`src/rtl/gpa_consts.svh`:
```
/*
 Offsets, field positions, reset values and timing figures of the GPIO port.
 Assumes the includer compiles it once per unit; guarded against double inclusion.
*/
`ifndef GPA_CONSTS_SVH
`define GPA_CONSTS_SVH

`define GPA_NUM_PADS      18
`define GPA_ADDR_W        8
`define GPA_TX_CNT_W      25
`define GPA_IRQ_W         5

// Register byte offsets
`define GPA_PIN_CFG_ADDR  8'h00
`define GPA_MODE_LO_ADDR  8'h04
`define GPA_MODE_HI_ADDR  8'h08
`define GPA_PAD_STATE_ADDR 8'h0C
`define GPA_RINGER_ADDR   8'h10
`define GPA_TEMPMON_ADDR  8'h14
`define GPA_ALARM_ADDR    8'h18
`define GPA_IRQ_STAT_ADDR 8'h1C
`define GPA_IRQ_CLR_ADDR  8'h20
`define GPA_IRQ_EN_ADDR   8'h24

// Pin configure command fields
`define GPA_CFG_PAD_MSB   4
`define GPA_CFG_PAD_LSB   0
`define GPA_CFG_MODE_MSB  9
`define GPA_CFG_MODE_LSB  8
`define GPA_CFG_LVL_BIT   16

// Temperature monitor fields
`define GPA_TM_EN_BIT     0
`define GPA_TM_PAD_MSB    12
`define GPA_TM_PAD_LSB    8
`define GPA_TM_MAX_MSB    23
`define GPA_TM_MAX_LSB    16

`define GPA_ALARM_CLR_BIT 0
`define GPA_RINGER_MSB    1
`define GPA_RINGER_BUZZER 2'h3

// Pad indices, zero based
`define GPA_IDX_JAM       1
`define GPA_IDX_INHIBIT   3
`define GPA_IDX_TXMON     4
`define GPA_IDX_ALARM     5
`define GPA_IDX_BUZZER    6
`define GPA_ALT_MASK      18'h0007A
`define GPA_TEMP_MASK     18'h3F3D3
`define GPA_PAD_OUT_RST   18'h00020
`define GPA_PAD_OE_RST    18'h00020

// Interrupt status bits
`define GPA_EV_ALARM      0
`define GPA_EV_TEMP       1
`define GPA_EV_TXMON      2
`define GPA_EV_INHIBIT    3
`define GPA_EV_CFG_ERR    4

// Timing
`define GPA_CLK_HZ        40000000
`define GPA_HZ_PER_KHZ    1000
`define GPA_LEAD_MS       300
`define GPA_TRAIL_MS      500

`endif

```
`src/rtl/gpa_pkg.sv`:
```
/*
 Types shared by the GPIO port: pad modes, per-pad configuration, transmit
 monitor states and temperature monitor setup. Assumes gpa_consts.svh alongside.
*/
package gpa_pkg;

   typedef enum logic [1:0] {
      GPA_MODE_IN  = 2'b00,
      GPA_MODE_OUT = 2'b01,
      GPA_MODE_ALT = 2'b10
   } gpa_mode_t;

   typedef struct packed {
      gpa_mode_t mode;
      logic      level;
   } gpa_pad_t;

   typedef enum logic [1:0] {
      GPA_TX_IDLE   = 2'b00,
      GPA_TX_LEAD   = 2'b01,
      GPA_TX_ACTIVE = 2'b10,
      GPA_TX_TRAIL  = 2'b11
   } gpa_tx_state_t;

   typedef struct packed {
      logic       en;
      logic [4:0] pad;
      logic [7:0] max;
   } gpa_temp_cfg_t;

endpackage

```
`src/rtl/gpa_gpio.sv`:
```
/*
 GPIO port with alternate functions: APB register slave, pad drivers,
 transmitter inhibit, transmit activity monitor, alarm, buzzer and
 temperature flag, with a sticky interrupt status.
 Assumes internal inputs (TX_REQ, ALARM_FIRE, BUZZER_TONE, JAM_DETECT,
 TEMP_VALUE) come from logic on REF_CLK; pads come from outside.
*/
// Added by the designer: register access over APB and the register addresses.
// What this block does
// - Input pads read sampled level, output pads read driven level, alt is internal except pad 4, which reads its sampled level
// - Pads 1, 3, 8-18 refuse alternate mode; 2, 4, 5, 6, 7 allow it
// - Input mode pad reports the level an external driver presents
// - Output mode pad drives both high and low
// - Pad 4 in alternate mode held low keeps transmitter disabled
// - Pad 5 alternate is high while transmit activity lasts
// - Monitor rises 300 ms before first burst, falls 500 ms-1 s after last
// - Alarm pad rises on alarm and stays high until alarm clear command
// - Alarm pad is high while the device is in reset
// - Pad 7 alternate forces output direction driven by internal logic
// - Level given with alternate mode is a dummy and is ignored
// - Enabled temperature flag drives its pad high at the maximum temperature
// - Temperature flag pads are 1, 8-10, 13-18, or 2, 5, 7 overriding alt
`timescale 1ns/100ps
`include "gpa_consts.svh"
module gpa_gpio #(
   parameter int unsigned LEAD_CYC  = `GPA_LEAD_MS * (`GPA_CLK_HZ / `GPA_HZ_PER_KHZ),
   parameter int unsigned TRAIL_CYC = `GPA_TRAIL_MS * (`GPA_CLK_HZ / `GPA_HZ_PER_KHZ)
) (
   input  wire logic                      REF_CLK,
   input  wire logic                      RST,
   input  wire logic                      PSEL,
   input  wire logic                      PENABLE,
   input  wire logic                      PWRITE,
   input  wire logic [`GPA_ADDR_W-1:0]    PADDR,
   input  wire logic [31:0]               PWDATA,
   output logic      [31:0]               PRDATA,
   output logic                           PREADY,
   output logic                           PSLVERR,
   input  wire logic [`GPA_NUM_PADS-1:0]  PAD_IN,
   output logic      [`GPA_NUM_PADS-1:0]  PAD_OUT,
   output logic      [`GPA_NUM_PADS-1:0]  PAD_OE,
   input  wire logic                      TX_REQ,
   input  wire logic                      ALARM_FIRE,
   input  wire logic                      BUZZER_TONE,
   input  wire logic                      JAM_DETECT,
   input  wire logic [7:0]                TEMP_VALUE,
   output logic                           TX_GRANT,
   output logic                           IRQ
);
   localparam logic [`GPA_TX_CNT_W-1:0] LEAD_LAST  = `GPA_TX_CNT_W'(LEAD_CYC - 1);
   localparam logic [`GPA_TX_CNT_W-1:0] TRAIL_LAST = `GPA_TX_CNT_W'(TRAIL_CYC - 1);

   gpa_pkg::gpa_pad_t        cfg_r [`GPA_NUM_PADS];
   gpa_pkg::gpa_temp_cfg_t   temp_cfg_r;
   gpa_pkg::gpa_tx_state_t   tx_state_r;
   logic [`GPA_TX_CNT_W-1:0] tx_cnt_r;
   logic [`GPA_NUM_PADS-1:0] pad_sync;
   logic [`GPA_NUM_PADS-1:0] pad_out_r;
   logic [`GPA_NUM_PADS-1:0] pad_oe_r;
   logic [`GPA_NUM_PADS-1:0] pad_out_nxt;
   logic [`GPA_NUM_PADS-1:0] pad_oe_nxt;
   logic [`GPA_NUM_PADS-1:0] alt_val;
   logic [`GPA_NUM_PADS-1:0] temp_bind;
   logic [`GPA_NUM_PADS-1:0] pad_state;
   logic [2*`GPA_NUM_PADS-1:0] mode_vec;
   logic [`GPA_IRQ_W-1:0]    irq_stat_r;
   logic [`GPA_IRQ_W-1:0]    irq_stat_nxt;
   logic [`GPA_IRQ_W-1:0]    irq_en_r;
   logic [`GPA_IRQ_W-1:0]    irq_clr;
   logic [`GPA_IRQ_W-1:0]    irq_ev;
   logic [1:0]               ringer_r;
   logic [31:0]              prdata_r;
   logic [31:0]              rdata_nxt;
   logic                     pready_r;
   logic                     pslverr_r;
   logic                     addr_hit;
   logic                     irq_r;
   logic                     tx_grant_r;
   logic                     tx_mon_r;
   logic                     alarm_r;
   logic                     temp_over_r;
   logic                     temp_over_nxt;
   logic                     inhibit;
   logic                     inhibit_r;
   logic                     acc;
   logic                     wr_en;
   logic                     cfg_wr;
   logic                     cfg_ok;
   logic                     alarm_clr;
   logic [4:0]               w_pad;
   logic [4:0]               w_idx;
   logic [1:0]               w_mode;

   assign PRDATA   = prdata_r;
   assign PREADY   = pready_r;
   assign PSLVERR  = pslverr_r;
   assign PAD_OUT  = pad_out_r;
   assign PAD_OE   = pad_oe_r;
   assign TX_GRANT = tx_grant_r;
   assign IRQ      = irq_r;

   // Pads are asynchronous to REF_CLK
   gpa_sync u_sync (
      .clk (REF_CLK),
      .rst (RST),
      .d   (PAD_IN),
      .q   (pad_sync)
   );

   // APB: one wait state so that read data comes from a flop
   assign acc   = PSEL && PENABLE;
   assign wr_en = acc && pready_r && PWRITE;

   always_ff @(posedge REF_CLK) begin
      if (RST) begin
         pready_r <= 1'b0;
      end else begin
         pready_r <= acc && !pready_r;
      end
   end

   // Pin configure command decode
   assign cfg_wr    = wr_en && (PADDR == `GPA_PIN_CFG_ADDR);
   assign w_pad     = PWDATA[`GPA_CFG_PAD_MSB:`GPA_CFG_PAD_LSB];
   assign w_mode    = PWDATA[`GPA_CFG_MODE_MSB:`GPA_CFG_MODE_LSB];
   assign w_idx     = 5'(w_pad - 5'h01);
   assign alarm_clr = wr_en && (PADDR == `GPA_ALARM_ADDR) && PWDATA[`GPA_ALARM_CLR_BIT];

   always_comb begin
      cfg_ok = 1'b0;
      if ((w_pad != 5'h00) && (w_pad <= 5'(`GPA_NUM_PADS))) begin
         case (w_mode)
            gpa_pkg::GPA_MODE_IN:  cfg_ok = 1'b1;
            gpa_pkg::GPA_MODE_OUT: cfg_ok = 1'b1;
            gpa_pkg::GPA_MODE_ALT: cfg_ok = 1'(`GPA_ALT_MASK >> w_idx);
            default:               cfg_ok = 1'b0;
         endcase
      end
   end

   genvar i;
   generate
      for (i = 0; i < `GPA_NUM_PADS; i++) begin : g_pad
         always_ff @(posedge REF_CLK) begin
            if (RST) begin
               cfg_r[i].mode  <= gpa_pkg::GPA_MODE_IN;
               cfg_r[i].level <= 1'b0;
            end else if (cfg_wr && cfg_ok && (w_idx == 5'(i))) begin
               cfg_r[i].mode <= gpa_pkg::gpa_mode_t'(w_mode);
               // Level only matters for outputs; dummy otherwise
               if (w_mode == gpa_pkg::GPA_MODE_OUT) begin
                  cfg_r[i].level <= PWDATA[`GPA_CFG_LVL_BIT];
               end
            end
         end

         assign temp_bind[i] = temp_cfg_r.en && 1'(`GPA_TEMP_MASK >> i)
                               && (temp_cfg_r.pad == 5'(i + 1));
         // Temperature binding overrides the pad's own alternate function
         assign pad_oe_nxt[i] = temp_bind[i]
                                || (cfg_r[i].mode == gpa_pkg::GPA_MODE_OUT)
                                || ((cfg_r[i].mode == gpa_pkg::GPA_MODE_ALT)
                                    && (i != `GPA_IDX_INHIBIT));
         assign pad_out_nxt[i] = temp_bind[i] ? temp_over_r :
                                 (cfg_r[i].mode == gpa_pkg::GPA_MODE_ALT) ? alt_val[i] :
                                 cfg_r[i].level;
         assign pad_state[i] = pad_oe_r[i] ? pad_out_r[i] : pad_sync[i];
         assign mode_vec[2*i+1:2*i] = cfg_r[i].mode;
      end
   endgenerate

   always_comb begin
      alt_val                   = '0;
      alt_val[`GPA_IDX_JAM]     = JAM_DETECT;
      alt_val[`GPA_IDX_TXMON]   = tx_mon_r;
      alt_val[`GPA_IDX_ALARM]   = alarm_r;
      // Tone reaches the pad only with the buzzer ringer path selected
      alt_val[`GPA_IDX_BUZZER]  = BUZZER_TONE && (ringer_r == `GPA_RINGER_BUZZER);
   end

   // Reset drives the alarm pad high; once out of reset it is an input until pad 6 is configured
   always_ff @(posedge REF_CLK) begin
      if (RST) begin
         pad_out_r <= `GPA_PAD_OUT_RST;
         pad_oe_r  <= `GPA_PAD_OE_RST;
      end else begin
         pad_out_r <= pad_out_nxt;
         pad_oe_r  <= pad_oe_nxt;
      end
   end

   // Transmitter inhibit, only in alternate mode on pad 4
   assign inhibit = (cfg_r[`GPA_IDX_INHIBIT].mode == gpa_pkg::GPA_MODE_ALT)
                    && !pad_sync[`GPA_IDX_INHIBIT];

   // Transmit activity monitor: lead before grant, trail after last request
   always_ff @(posedge REF_CLK) begin
      if (RST) begin
         tx_state_r <= gpa_pkg::GPA_TX_IDLE;
         tx_cnt_r   <= '0;
      end else begin
         case (tx_state_r)
            gpa_pkg::GPA_TX_IDLE: begin
               tx_cnt_r <= '0;
               if (TX_REQ) begin
                  tx_state_r <= gpa_pkg::GPA_TX_LEAD;
               end
            end
            gpa_pkg::GPA_TX_LEAD: begin
               if (tx_cnt_r == LEAD_LAST) begin
                  tx_cnt_r   <= '0;
                  tx_state_r <= gpa_pkg::GPA_TX_ACTIVE;
               end else begin
                  tx_cnt_r <= tx_cnt_r + 1'b1;
               end
            end
            gpa_pkg::GPA_TX_ACTIVE: begin
               tx_cnt_r <= '0;
               if (!TX_REQ) begin
                  tx_state_r <= gpa_pkg::GPA_TX_TRAIL;
               end
            end
            gpa_pkg::GPA_TX_TRAIL: begin
               if (TX_REQ) begin
                  tx_cnt_r   <= '0;
                  tx_state_r <= gpa_pkg::GPA_TX_ACTIVE;
               end else if (tx_cnt_r == TRAIL_LAST) begin
                  tx_cnt_r   <= '0;
                  tx_state_r <= gpa_pkg::GPA_TX_IDLE;
               end else begin
                  tx_cnt_r <= tx_cnt_r + 1'b1;
               end
            end
            default: begin
               tx_cnt_r   <= '0;
               tx_state_r <= gpa_pkg::GPA_TX_IDLE;
            end
         endcase
      end
   end

   always_ff @(posedge REF_CLK) begin
      if (RST) begin
         tx_mon_r   <= 1'b0;
         tx_grant_r <= 1'b0;
      end else begin
         tx_mon_r   <= (tx_state_r != gpa_pkg::GPA_TX_IDLE) || TX_REQ;
         tx_grant_r <= (tx_state_r == gpa_pkg::GPA_TX_ACTIVE) && TX_REQ && !inhibit;
      end
   end

   // Alarm: fire wins over a clear in the same cycle
   always_ff @(posedge REF_CLK) begin
      if (RST) begin
         alarm_r <= 1'b0;
      end else if (ALARM_FIRE) begin
         alarm_r <= 1'b1;
      end else if (alarm_clr) begin
         alarm_r <= 1'b0;
      end
   end

   // Temperature monitor
   assign temp_over_nxt = temp_cfg_r.en && (TEMP_VALUE >= temp_cfg_r.max);

   always_ff @(posedge REF_CLK) begin
      if (RST) begin
         temp_cfg_r  <= '0;
         temp_over_r <= 1'b0;
         ringer_r    <= '0;
      end else begin
         temp_over_r <= temp_over_nxt;
         if (wr_en && (PADDR == `GPA_TEMPMON_ADDR)) begin
            temp_cfg_r.en  <= PWDATA[`GPA_TM_EN_BIT];
            temp_cfg_r.pad <= PWDATA[`GPA_TM_PAD_MSB:`GPA_TM_PAD_LSB];
            temp_cfg_r.max <= PWDATA[`GPA_TM_MAX_MSB:`GPA_TM_MAX_LSB];
         end
         if (wr_en && (PADDR == `GPA_RINGER_ADDR)) begin
            ringer_r <= PWDATA[`GPA_RINGER_MSB:0];
         end
      end
   end

   // Interrupts: sticky status, set beats clear
   always_comb begin
      irq_ev                   = '0;
      irq_ev[`GPA_EV_ALARM]    = ALARM_FIRE;
      irq_ev[`GPA_EV_TEMP]     = temp_over_nxt && !temp_over_r;
      irq_ev[`GPA_EV_TXMON]    = (tx_state_r == gpa_pkg::GPA_TX_IDLE) && TX_REQ;
      irq_ev[`GPA_EV_INHIBIT]  = inhibit && !inhibit_r;
      irq_ev[`GPA_EV_CFG_ERR]  = cfg_wr && !cfg_ok;
      irq_clr = (wr_en && (PADDR == `GPA_IRQ_CLR_ADDR)) ? PWDATA[`GPA_IRQ_W-1:0] : '0;
      irq_stat_nxt = (irq_stat_r & ~irq_clr) | irq_ev;
   end

   always_ff @(posedge REF_CLK) begin
      if (RST) begin
         irq_stat_r <= '0;
         irq_en_r   <= '0;
         irq_r      <= 1'b0;
         inhibit_r  <= 1'b0;
      end else begin
         irq_stat_r <= irq_stat_nxt;
         inhibit_r  <= inhibit;
         if (wr_en && (PADDR == `GPA_IRQ_EN_ADDR)) begin
            irq_en_r <= PWDATA[`GPA_IRQ_W-1:0];
         end
         irq_r <= |(irq_stat_nxt & irq_en_r);
      end
   end

   // Read mux and address decode
   always_comb begin
      rdata_nxt = '0;
      addr_hit  = 1'b1;
      case (PADDR)
         `GPA_PIN_CFG_ADDR:   rdata_nxt = '0;
         `GPA_MODE_LO_ADDR:   rdata_nxt = mode_vec[31:0];
         `GPA_MODE_HI_ADDR:   rdata_nxt = 32'(mode_vec[2*`GPA_NUM_PADS-1:32]);
         `GPA_PAD_STATE_ADDR: rdata_nxt = 32'(pad_state);
         `GPA_RINGER_ADDR:    rdata_nxt = 32'(ringer_r);
         `GPA_TEMPMON_ADDR:   rdata_nxt = {8'h00, temp_cfg_r.max, 3'h0, temp_cfg_r.pad,
                                           7'h00, temp_cfg_r.en};
         `GPA_ALARM_ADDR:     rdata_nxt = {29'h0, tx_grant_r, tx_mon_r, alarm_r};
         `GPA_IRQ_STAT_ADDR:  rdata_nxt = 32'(irq_stat_r);
         `GPA_IRQ_CLR_ADDR:   rdata_nxt = '0;
         `GPA_IRQ_EN_ADDR:    rdata_nxt = 32'(irq_en_r);
         default:             addr_hit  = 1'b0;
      endcase
   end

   always_ff @(posedge REF_CLK) begin
      if (RST) begin
         prdata_r  <= '0;
         pslverr_r <= 1'b0;
      end else if (acc && !pready_r) begin
         prdata_r  <= PWRITE ? 32'h0 : rdata_nxt;
         pslverr_r <= !addr_hit;
      end else begin
         prdata_r  <= '0;
         pslverr_r <= 1'b0;
      end
   end

   a_alarm_rst_high: assert property (
      @(posedge REF_CLK) RST |=> (PAD_OUT[`GPA_IDX_ALARM] && PAD_OE[`GPA_IDX_ALARM]))
      else $error("alarm pad not high in reset");
   a_mode_rst_in: assert property (
      @(posedge REF_CLK) RST |=> (cfg_r[0].mode == gpa_pkg::GPA_MODE_IN))
      else $error("pad mode not input after reset");
   a_no_alt_pad1: assert property (
      @(posedge REF_CLK) disable iff (RST) cfg_r[0].mode != gpa_pkg::GPA_MODE_ALT)
      else $error("alternate mode on pad without one");
   a_input_released: assert property (
      @(posedge REF_CLK) disable iff (RST)
      (cfg_r[0].mode == gpa_pkg::GPA_MODE_IN) && !temp_bind[0] |=> !PAD_OE[0])
      else $error("input pad driven");
   a_push_pull_out: assert property (
      @(posedge REF_CLK) disable iff (RST)
      (cfg_r[0].mode == gpa_pkg::GPA_MODE_OUT) && !temp_bind[0]
      |=> PAD_OE[0] && (PAD_OUT[0] == $past(cfg_r[0].level)))
      else $error("output pad not driving level");
   a_inhibit_blocks: assert property (
      @(posedge REF_CLK) disable iff (RST) inhibit |=> !TX_GRANT)
      else $error("grant while inhibited");
   a_mon_covers: assert property (
      @(posedge REF_CLK) disable iff (RST) TX_GRANT |-> tx_mon_r)
      else $error("grant without monitor high");
   a_lead_nogrant: assert property (
      @(posedge REF_CLK) disable iff (RST)
      (tx_state_r == gpa_pkg::GPA_TX_LEAD) |=> !TX_GRANT)
      else $error("grant during lead time");
   a_trail_hold: assert property (
      @(posedge REF_CLK) disable iff (RST)
      (tx_state_r == gpa_pkg::GPA_TX_ACTIVE) && !TX_REQ |=> tx_mon_r [*8])
      else $error("monitor fell early after activity");
   a_alarm_sticky: assert property (
      @(posedge REF_CLK) disable iff (RST)
      (ALARM_FIRE || (alarm_r && !alarm_clr)) |=> alarm_r)
      else $error("alarm dropped without clear");
   a_buzzer_dir: assert property (
      @(posedge REF_CLK) disable iff (RST)
      (cfg_r[`GPA_IDX_BUZZER].mode == gpa_pkg::GPA_MODE_ALT) |=> PAD_OE[`GPA_IDX_BUZZER])
      else $error("buzzer pad not output");
   a_dummy_level: assert property (
      @(posedge REF_CLK) disable iff (RST)
      cfg_wr && cfg_ok && (w_mode == gpa_pkg::GPA_MODE_ALT) && (w_idx == 5'h06)
      |=> $stable(cfg_r[`GPA_IDX_BUZZER].level))
      else $error("dummy level stored");
   a_temp_drive: assert property (
      @(posedge REF_CLK) disable iff (RST)
      temp_bind[7] && temp_over_r |=> PAD_OE[7] && PAD_OUT[7])
      else $error("temperature flag not driven");
   a_temp_override: assert property (
      @(posedge REF_CLK) disable iff (RST)
      temp_bind[`GPA_IDX_TXMON] |=> (PAD_OUT[`GPA_IDX_TXMON] == $past(temp_over_r)))
      else $error("alternate function not overridden");
endmodule

```
`src/rtl/gpa_sync.sv`:
```
/*
 Two-flop synchroniser for the pad inputs.
 Assumes d comes from outside the REF_CLK domain; only q may be read.
*/
`timescale 1ns/100ps
`include "gpa_consts.svh"
module gpa_sync (
   input  wire logic                      clk,
   input  wire logic                      rst,
   input  wire logic [`GPA_NUM_PADS-1:0]  d,
   output logic      [`GPA_NUM_PADS-1:0]  q
);
   logic [`GPA_NUM_PADS-1:0] meta_r;

   always_ff @(posedge clk) begin
      if (rst) begin
         meta_r <= '0;
         q      <= '0;
      end else begin
         meta_r <= d;
         q      <= meta_r;
      end
   end
endmodule

```
`config.mk`:
```
export PLATFORM = sky130hd
export DESIGN_NAME = gpa_gpio
export DESIGN_NICKNAME = d
export VERILOG_FILES = /design/src/rtl/gpa_pkg.sv /design/src/rtl/gpa_gpio.sv /design/src/rtl/gpa_sync.sv
export VERILOG_INCLUDE_DIRS = /design/src /design/src/rtl
export SDC_FILE = /design/constraint.sdc
export NUM_CORES = 1
export LEC_CHECK = 0
export BUFFER_PORTS_ARGS = -buffer_cell sky130_fd_sc_hd__buf_2
export CAP_MARGIN = 20
export CORE_MARGIN = 8
export CORE_UTILIZATION = 40
export CTS_CLUSTER_DIAMETER = 150
export DETAILED_ROUTE_END_ITERATION = 8
export HOLD_SLACK_MARGIN = 0.03
export PLACE_DENSITY = 0.69
export REMOVE_ABC_BUFFERS = 1
export SYNTH_ARGS = -nofsm -noshare
export SYNTH_HDL_FRONTEND = slang
export SYNTH_SLANG_ARGS = --single-unit
```
`constraint.sdc`:
```
create_clock -name REF_CLK -period 3.38 [get_ports REF_CLK]
set_input_delay 0.507 -clock REF_CLK [delete_from_list [all_inputs] [get_ports REF_CLK]]
set_output_delay 0.507 -clock REF_CLK [all_outputs]
set_load 0.05 [all_outputs]
```
-- Yosys cells after proc, flatten, opt, wreduce, memory -nomap -nowiden
Memories as Yosys holds them, arrays and structs flattened.
Index checks and enable logic that the tools add are counted.
- register bits: 165
- memories kept: 1
- logic and storage cells: 477
- RAM bits: 54
- output and inout bits: 72
- input port bits: 75
- mux-type cells: 209
- bitwise gates (word level): 41
- eq/ne operators: 87
- shift operators: 1
- $add $sub $neg: 2
- reduce and logical (&&, ||, !) cells: 109
- $lt $le $gt $ge: 2
- memory list (memory ; words ; bits a word ; rd ports ; clocked after Yosys merged registers in ; wr ports ; line ; RTL):
    cfg_r ; 18 ; 3 ; 18 ; 0 ; 18 ; gpa_gpio.sv:53 ; gpa_pkg::gpa_pad_t cfg_r [`GPA_NUM_PADS];
- operators with widths (cell ; count):
    $pmux 32 s8 ; 1
    $mux 1 ; 178
    $mux 25 ; 3
    $pmux 25 s3 ; 1
    $eq 5x4->1 const B ; 14
    $logic_and 1x1->1 ; 53
    $mux 2 ; 23
    $eq 2x2->1 const B ; 22
    $eq 2x1->1 const B ; 20
    $or 1x1->1 ; 36
    $eq 8x5->1 const B ; 4
    $logic_or 1x1->1 ; 31
    $eq 5x3->1 const B ; 6
    $add 25x1->25 const B ; 1
    $eq 25x24->1 const B ; 1
    $eq 25x25->1 const B ; 1
    $eq 5x5->1 const B ; 5
    $eq 8x4->1 const B ; 2
    $eq 8x6->1 const B ; 2
    $eq 5x2->1 const B ; 3
    $reduce_or 2->1 ; 7
    $and 5x5->5 ; 2
    $eq 5x1->1 const B ; 2
    $reduce_or 10->1 ; 1
    other kinds (22) ; 32

-- Logic depth before layout (Yosys ltp)
Gate-level depths: netlist of the first run.
- depth in word-level cells: 10
- mapped depth: 9
- mapped depth without buffers: 7

-- Cells and area by module
From an unflattened synthesis of the first run, not the netlist that was laid out.
- cell total of the unflattened synthesis: 933
- area total of the unflattened synthesis: 9128.8 µm²
- modules (own cells, without submodules) (module ; seq. area each (µm²) ; area each (µm²) ; cells an instance ; times used):
    gpa_gpio ; 4204.0 ; 8134.1 ; 858 ; 1
    gpa_sync ; 720.7 ; 994.7 ; 75 ; 1

-- Worst setup path before layout of the first run
No wires, ideal clock.
- kind: input to register
- start: in PWDATA[0]
- end: mem cfg_r[2][1] in the netlist's numbering (enable)
- slack: 0.358 ns
- cell stages on the path: 8
- setup time: 0.328 ns
- arrival: 2.695 ns
- required time: 3.052 ns
- path buffers: 1
- cells stage by stage: clkbuf_1 -> inv_1 -> ha_1 -> nor3b_1 -> xor2_1 -> o41ai_1 -> nand2_1 -> o21ai_0
- RTL lines (element ; line ; RTL):
    start, declared ; gpa_gpio.sv:35 ; input wire logic [31:0] PWDATA,
    end, declared ; gpa_gpio.sv:53 ;

==> metrics list, run 1 <==
* Class of the most critical hold timing path: in2reg
* Finished Layout Cells: 1394
- Dpl hpwl: 17.8 mm
* Maximum level of the CTS H-tree: 1
* Critical path buffer and inverter count: 1
- Capture point of the critical path: cfg_r[7][5]
- Maximum vdd ir drop: 0.326 mV
* Unique cell type count in the Yosys netlist: 66
* Total of max-cap violations: 0
- TritonCTS built the clock tree.
- Clock-pin slew of the registers on the worst-case setup and hold paths: 0.06 ns
* Count of state elements after synthesis: 219
- Global routing finished with a remaining overflow of 0.
- Headroom to the max-slew limit came out at 33.4%.
- Clock latency on the worst-skew pair: 0.52 ns
* Starting density of the core: 40.4%
* Critical path class: in2reg
* Average vias per placed instance: 5.25
- TritonCTS created 24 clock buffers.
- Via Count: 7322
- Sequential cell area fraction in the yosys report: 54.2%
- Number of placement rows: 55
- For this block, the initial DRC count from the detailed router was 545.
* Top_reg_cell synth: sky130_fd_sc_hd__dfxtp_1
- Number of cells produced by synthesis: 944
- Port Buffers: 132
- Syn. warnings: 0
- Critical path required time: 3.56 ns
- For the pin with the worst max-slew slack, the measured transition is 0.990 ns.
- Top fanout value on the critical path: 9
* Initial antenna violation count: 5
- Post-Syn Area: 0.00909 mm2
* Final Max Tran Viols: 0
* Reg2Reg Setup Slack: 0.96 ns
- The core region is 0.0225 mm2.
- Setup repair after global routing left no endpoint under its margin.
* GR Util All Layers: 17.1%
- STA classifies the critical path startpoint as an input port.
- Based on the critical path, the design can be clocked at up to 0.375 GHz.
* Final TNS setup: 0 ns
* Hold-fix buffer count after cts: 0
* Fraction of synthesis flops using an asynchronous set or reset pin: 0%
- Number of enable-type register cells in the synthesized netlist: 54
- Max Clock Skew: 0.0214 ns
- Critical path data arrival time: 2.84 ns
- Slowest-stage cell, CP: sky130_fd_sc_hd__or4_1
* Fin Hold WS: 0.189 ns
- Remaining number of nets flagged by the antenna check after routing: 0
* Least setup slack across all paths after layout: 0.714 ns
* Number of clock sinks seen by CTS: 219
- Worst Setup SP: PADDR[4]
- Mean area per synthesized cell: 9.63 um2
- Cell area after placement: 0.0101 mm2
- The critical path goes through buf_2, or4_1, or4_4, nor2b_2, nand3_2, o21ai_0.
- In this run the critical register-to-register path is captured at tx_cnt_r[20].
- Quantity of gates resized following cts: 0
* Die extent in x: 167 um
- 147 I/O pins were placed.
- Worst r2r src: tx_cnt_r[0]
- The die is 167 um tall.
* Average wire per standard cell: 17.6 um
- After detailed placement, the design holds a cell count of 1347.
- Compared with the post-synthesis result, the final layout area differs by 20.3%.
* Maximum clock path buffer count: 3
- The number of setup buffers added after CTS is 0.
- The worst setup path is captured at a flip-flop.
- Total DRC errors in the routed layout: 0
- Worst R2R Path Depth: 6
- Global placer's final weighted congestion: 0.918
- Setup violations remaining at the end of the flow were counted as 0.
* DIE AREA: 0.0278 mm2
- The first global-routing pass estimated 38.7 mm of wire.
* Power density over the cells: 531 mW/mm2
* Result of the run: complete, no violations
- Subtracting the final worst setup slack from the clock period gives 2.67 ns.
- Root Buffer: sky130_fd_sc_hd__clkbuf_16
* CP top delay family: simple AND/OR/NAND/NOR gates
- The critical path crosses 6 cells after its start point.
* Number of hold violations in the final report: 0
- Fraction of final layout cells with drive strength greater than 1: 20.3%
* Post-Layout Inst Area: 0.0109 mm2
- Entering global routing, the biggest net connects 73 pins.
- The number of global-route vias before repair came to 7082.
- Drt first pass iters: 5
- Summed over all cells, the static leakage comes to 4.12 nW.
* Max incr delay on CP: 0.64 ns
- Post-route fraction of the period consumed by the critical path: 78.9%
* Net count reported at finish: 1182
- For this block, the routed nets add up to 24.5 mm of wire.
- Timing analysis after detailed placement gives a worst setup slack of 0.185 ns.
cell usage in the layout, fill, tap and decap left out, types with 34 or more instances in the layout:
master                     netlist  layout
sky130_fd_sc_hd__nor2b_1        44      44
sky130_fd_sc_hd__edfxtp_1       54      54
sky130_fd_sc_hd__nand3_1        46      46
sky130_fd_sc_hd__buf_2           1     131
sky130_fd_sc_hd__dfxtp_1       165     165
sky130_fd_sc_hd__nor2_1        100     100
sky130_fd_sc_hd__o21ai_0        39      39
sky130_fd_sc_hd__inv_1          34      34
sky130_fd_sc_hd__nand2_1       102     102
sky130_fd_sc_hd__a21oi_1        52      52
metrics by stage:
stage	power [mW]	util, %
finish	5.81	48.6
global route	6.00	48.6
CTS	5.86	48.6
detailed placement	3.23	45.0
global placement	3.23	45.0
floorplan	3.07	-
layout make-up:
class	instances	area, um2
clock buffers	34	701
fillers	2107	11600
repair buffers	152	813
clock inverters	10	110
flip-flops and latches	219	4920
diodes	3	7.51
multi-input cells	657	3890
inverters	34	128
well taps	285	357
per-layer routing:
metal	share of wire [%]	GRT usage, %	wire (um)	vias to the layer above
met3	8.4	5.08	2060	46
met5	0.11	0	26	-
met2	46	27.8	11300	268
met1	42	21.0	10400	3423
li1	-	-	-	3581
met4	3.4	6.93	823	4
logic make-up after synthesis:
kind of cell,count (synthesis),share of synthesized area [%]
xor+xnor,35,3.37
compound gates,164,11.1
buf+inv,77,3.41
fa+ha+maj,19,2.62
other cells,1,0.0413
mux,25,3.07
simple gates,404,22.2
flops,219,54.2
sequential cells by signal, summed over array words and instances (netlist names), 2 cells and up:
name           cells
ringer_r           2
PAD_OUT           18
tx_cnt_r          25
temp_cfg_r        14
PRDATA            32
irq_en_r           5
cfg_r             54
PAD_OE            18
u_sync.meta_r     18
irq_stat_r         5
u_sync.q          18
tx_state_r         2
worst min path at each step:
stage	cells past startpoint	from	slack (ns)	to
after CTS	2	PAD_IN[11]	0.18	u_sync.meta_r[11]
after global placement	1	u_sync.meta_r[9]	0.42	u_sync.q[9]
after global routing	2	PAD_IN[10]	0.19	u_sync.meta_r[10]
after floorplan	1	u_sync.meta_r[0]	0.41	u_sync.q[0]
after detailed placement	1	u_sync.meta_r[5]	0.42	u_sync.q[5]
final	2	PAD_IN[11]	0.19	u_sync.meta_r[11]
cell usage after synthesis (2+ instances only):
master                     instances  share of area (%)
sky130_fd_sc_hd__dfxtp_1         165                 36
sky130_fd_sc_hd__nand2_1         102                4.2
sky130_fd_sc_hd__nor2_1          100                4.1
sky130_fd_sc_hd__edfxtp_1         54                 18
sky130_fd_sc_hd__a21oi_1          52                2.9
sky130_fd_sc_hd__nand3_1          46                2.5
sky130_fd_sc_hd__nor2b_1          44                3.0
sky130_fd_sc_hd__o21ai_0          39                2.1
sky130_fd_sc_hd__clkbuf_1         34                1.4
sky130_fd_sc_hd__inv_1            34                1.4
sky130_fd_sc_hd__a22oi_1          30                2.5
sky130_fd_sc_hd__mux2_2           23                2.8
sky130_fd_sc_hd__xor2_1           21                2.0
sky130_fd_sc_hd__ha_1             19                2.6
sky130_fd_sc_hd__nor3_1           17               0.94
sky130_fd_sc_hd__and2_1           15                1.0
sky130_fd_sc_hd__nand2b_1         15                1.0
sky130_fd_sc_hd__a31oi_1          14               0.96
sky130_fd_sc_hd__xnor2_1          14                1.3
sky130_fd_sc_hd__nand4_1          12               0.83
sky130_fd_sc_hd__nor4_1           10               0.69
sky130_fd_sc_hd__and3_1            8               0.55
sky130_fd_sc_hd__nor3b_1           7               0.58
sky130_fd_sc_hd__buf_1             4               0.17
sky130_fd_sc_hd__or3_1             4               0.28
sky130_fd_sc_hd__a311oi_1          3               0.29
sky130_fd_sc_hd__o21ai_1           3               0.17
sky130_fd_sc_hd__or4_1             3               0.25
sky130_fd_sc_hd__or4b_2            3               0.33
sky130_fd_sc_hd__a211oi_1          2               0.17
sky130_fd_sc_hd__and3b_1           2               0.19
sky130_fd_sc_hd__and4_1            2               0.19
sky130_fd_sc_hd__buf_6             2               0.25
sky130_fd_sc_hd__mux2i_1           2               0.22
sky130_fd_sc_hd__nand3_2           2               0.22
sky130_fd_sc_hd__nand3b_1          2               0.17
sky130_fd_sc_hd__o211a_1           2               0.22
sky130_fd_sc_hd__o211ai_1          2               0.17
sky130_fd_sc_hd__o221ai_1          2               0.19
sky130_fd_sc_hd__o41ai_1           2               0.19
sky130_fd_sc_hd__or3b_2            2               0.19
report_power, final:
part | leakage [nW] | internal, mW | total, mW | switching, mW
sequential | 1.90 | 2.76 | 2.80 | 0.0452
combinational | 1.82 | 0.125 | 0.372 | 0.246
clock | 0.395 | 1.60 | 2.63 | 1.03
total | 4.12 | 4.48 | 5.81 | 1.32
No activity file was read; power rests on OpenSTA's default activity.
==> run 2, diff against run 1 <==
PLACE_DENSITY = 0.71   (was 0.69)
clock period = 2.4 ns   (was 3.38 ns; I/O delays follow)
==> run 2 against run 1 <==
Effect of this change:
- first-iteration DRC count rose by 37%
- setup slack got worse by 0.54 ns
- utilization rose by 2.2 points
- critical path depth rose by 1
- die area did not move
- total power rose by 48%
- global-route usage rose by 0.79 points
- cell count rose by 3.4%
- clock skew fell by 0.0077 ns
==> metrics list, run 2 (synthesized netlist as in run 1, its figures left out) <==
* Critical path data arrival time: 2.44 ns (was 2.84 ns)
- Root Buffer: sky130_fd_sc_hd__clkbuf_16 (unchanged)
- The number of antenna violations at the first check in global routing came to 2 (was 5).
- Overall overflow remaining after global route: 0 (unchanged)
- The via count is 7583 (was 7322).
* Result of the run: complete, no violations (unchanged)
* Unrepaired setup endpoints after global routing: false (unchanged)
* Dpl hpwl: 19.0 mm (was 17.8 mm)
- Least setup slack across all paths after layout: 0.177 ns (was 0.714 ns)
* Net count reported at finish: 1231 (was 1182)
* Power density over the cells: 754 mW/mm2 (was 531 mW/mm2)
- Number of clock sinks seen by CTS: 219 (unchanged)
* Num CTS Buffers: 25 (was 24)
- Most used cells in the layout excluding fill and tap cells: 165 x sky130_fd_sc_hd__dfxtp_1, 131 x sky130_fd_sc_hd__buf_2, 102 x sky130_fd_sc_hd__nand2_1 (unchanged)
- Clock-pin slew of the registers on the worst-case setup and hold paths: 0.06 ns (about the same)
- The flip-flop count of the largest register, all copies and words added was 54 (unchanged).
- Number of top-level pins: 147 (unchanged)
- Headroom to the max-slew limit: 66.4% (was 33.4%)
* Critical path endpoint category: flip-flop (unchanged)
- The startpoint type of the worst setup path is an input port (unchanged).
* Number of placement rows: 55 (unchanged)
- The cts-stage hold buffer count was 0 (unchanged).
- The DRC violation total after the first TritonRoute iteration was 749 (was 545).
- The count of antenna-violating nets left after detailed routing is 0 (unchanged).
- The setup slack at placement is -0.354 ns (was 0.185 ns).
- Post-route fraction of the period consumed by the critical path: 92.6%
- The global routing usage summed across all routing layers is 17.9% (was 17.1%).
- For this run, the top clock speed supported by timing is 0.450 GHz.
- Total of max-cap violations: 0 (unchanged)
- The total setup violations reported at the end of the flow is 0 (unchanged).
* DRT Wirelength: 25.6 mm (was 24.5 mm)
- Clock latency on the worst-skew pair: 0.52 ns (about the same)
- Critical path required time: 2.61 ns (was 3.56 ns)
- The DRC violation count after routing came to 0 (unchanged).
- Maximum clock path buffer count: 3 (unchanged)
* Max Clock Skew: 0.0138 ns (was 0.0214 ns)
* Core area: 0.0225 mm2 (unchanged)
* Port Buffers: 132 (unchanged)
* Post-Layout Inst Area: 0.0114 mm2 (was 0.0109 mm2)
- Via count of the first global-routing pass: 7643 (was 7082)
* Post-layout minimum cycle time: 2.22 ns
- The reported leakage power is 4.42 nW (was 4.12 nW).
- Maximum level of the CTS H-tree: 1 (unchanged)
* Fraction of final layout cells with drive strength greater than 1: 24.1% (was 20.3%)
- First-pass GRT wire length: 40.6 mm (was 38.7 mm)
* Cell area after placement: 0.0105 mm2 (was 0.0101 mm2)
- The floorplan die height came to 167 um (unchanged).
- The commonest non-fill, non-tap cell in the layout was sky130_fd_sc_hd__dfxtp_1 (unchanged).
- Total setup buffers inserted after CTS: 0 (unchanged)
* Synth-to-layout area growth: 25.7% (was 20.3%)
* Quantity of gates resized following cts: 0 (unchanged)
- The path type of the worst min-delay path is in2reg (unchanged).
- The die area came to 0.0278 mm2 (unchanged).
- Pin slew with the least headroom to its limit: 0.500 ns (was 0.990 ns)
* Maximum vdd ir drop: 0.368 mV (was 0.326 mV)
* Average wire per standard cell: 17.8 um (was 17.6 um)
* Top fanout value on the critical path: 5 (was 9)
- Final Max Tran Viols: 0 (unchanged)
- The number of vias per cell is 5.26 (was 5.25).
- Register bank with the most flops: cfg_r (unchanged)
- The die outline width is 167 um (unchanged).
- The count of endpoints failing hold in the final timing report came to 0 (unchanged).
* Fillers: 2077 (was 2107)
- Pin count of the biggest net entering global routing: 53 (was 73)
- Global placer's final weighted congestion: 0.943 (was 0.918)
* TritonCTS clock tree: done (unchanged)
- Final TNS setup: 0 ns (unchanged)
- The worst setup path category is in2reg (unchanged).
- Drt first pass iters: 5 (unchanged)
- The starting utilization of the core area was 40.4% (unchanged).
* Antenna diode instance count: 0 (was 3)
[run 2: cell types whose count changed in the layout (fill, tap and decap cells not counted), moves of 2 or more]
cell	delta
sky130_fd_sc_hd__buf_4	+44
sky130_fd_sc_hd__buf_12	+4
sky130_fd_sc_hd__clkinv_1	-4
sky130_fd_sc_hd__bufinv_16	+3
sky130_fd_sc_hd__diode_2	-3
sky130_fd_sc_hd__clkinv_2	+2
[run 2: layer usage]
metal	up-vias	global-route usage, %	routed length (um)
met2	284	30.3	11900
met5	-	0	27
met1	3548	21.2	10500
li1	3691	-	-
met4	4	6.74	837
met3	56	5.41	2350
[run 2: layout make-up]
type / count / area, um2 / area share [%]
timing repair buffer: 200 / 1220 / 10.7
sequential: 219 / 4920 / 43.1
inverter: 34 / 128 / 1.12
clock inverter: 12 / 194 / 1.70
multi-input combinational: 657 / 3890 / 34.1
clock buffer: 34 / 702 / 6.15
tap: 285 / 357 / 3.12
[run 2: worst paths after layout]
| check | startpoint | to | slack (ns) | cells past startpoint |
|---|---|---|---|---|
| worst max-delay path | PADDR[4] | cfg_r[4][0] | 0.18 | 7 |
| worst min-delay path | PAD_IN[15] | u_sync.meta_r[15] | 0.05 | 2 |
| worst max register to register | PREADY | cfg_r[4][0] | 0.19 | 6 |
| worst min register to register | u_sync.meta_r[6] | u_sync.q[6] | 0.43 | 1 |
[run 2: power breakdown]
part | leakage, nW | switching, mW | internal, mW
clock network | 0.444 | 1.50 | 2.59
logic | 2.07 | 0.364 | 0.211
registers | 1.90 | 0.0651 | 3.89
[run 2: worst max-delay path, stage by stage]
cell and delay [ns]:
sky130_fd_sc_hd__buf_2 0.10, sky130_fd_sc_hd__or4_1 0.54, sky130_fd_sc_hd__or4_4 0.61, sky130_fd_sc_hd__nor2b_2 0.24
sky130_fd_sc_hd__buf_4 0.17, sky130_fd_sc_hd__nand3_1 0.15, sky130_fd_sc_hd__o21ai_0 0.26
[run 2: through the flow]
stage,hold WS (ns),utilization (%),power [mW],cells
after floorplan,0.414,-,4.33,910
after global placement,0.420,46.8,4.59,1395
after detailed placement,0.420,46.8,4.60,1395
after CTS,0.0390,50.8,8.68,1441
after global routing,0.0519,50.8,8.91,1441
final,0.0465,50.8,8.62,1441
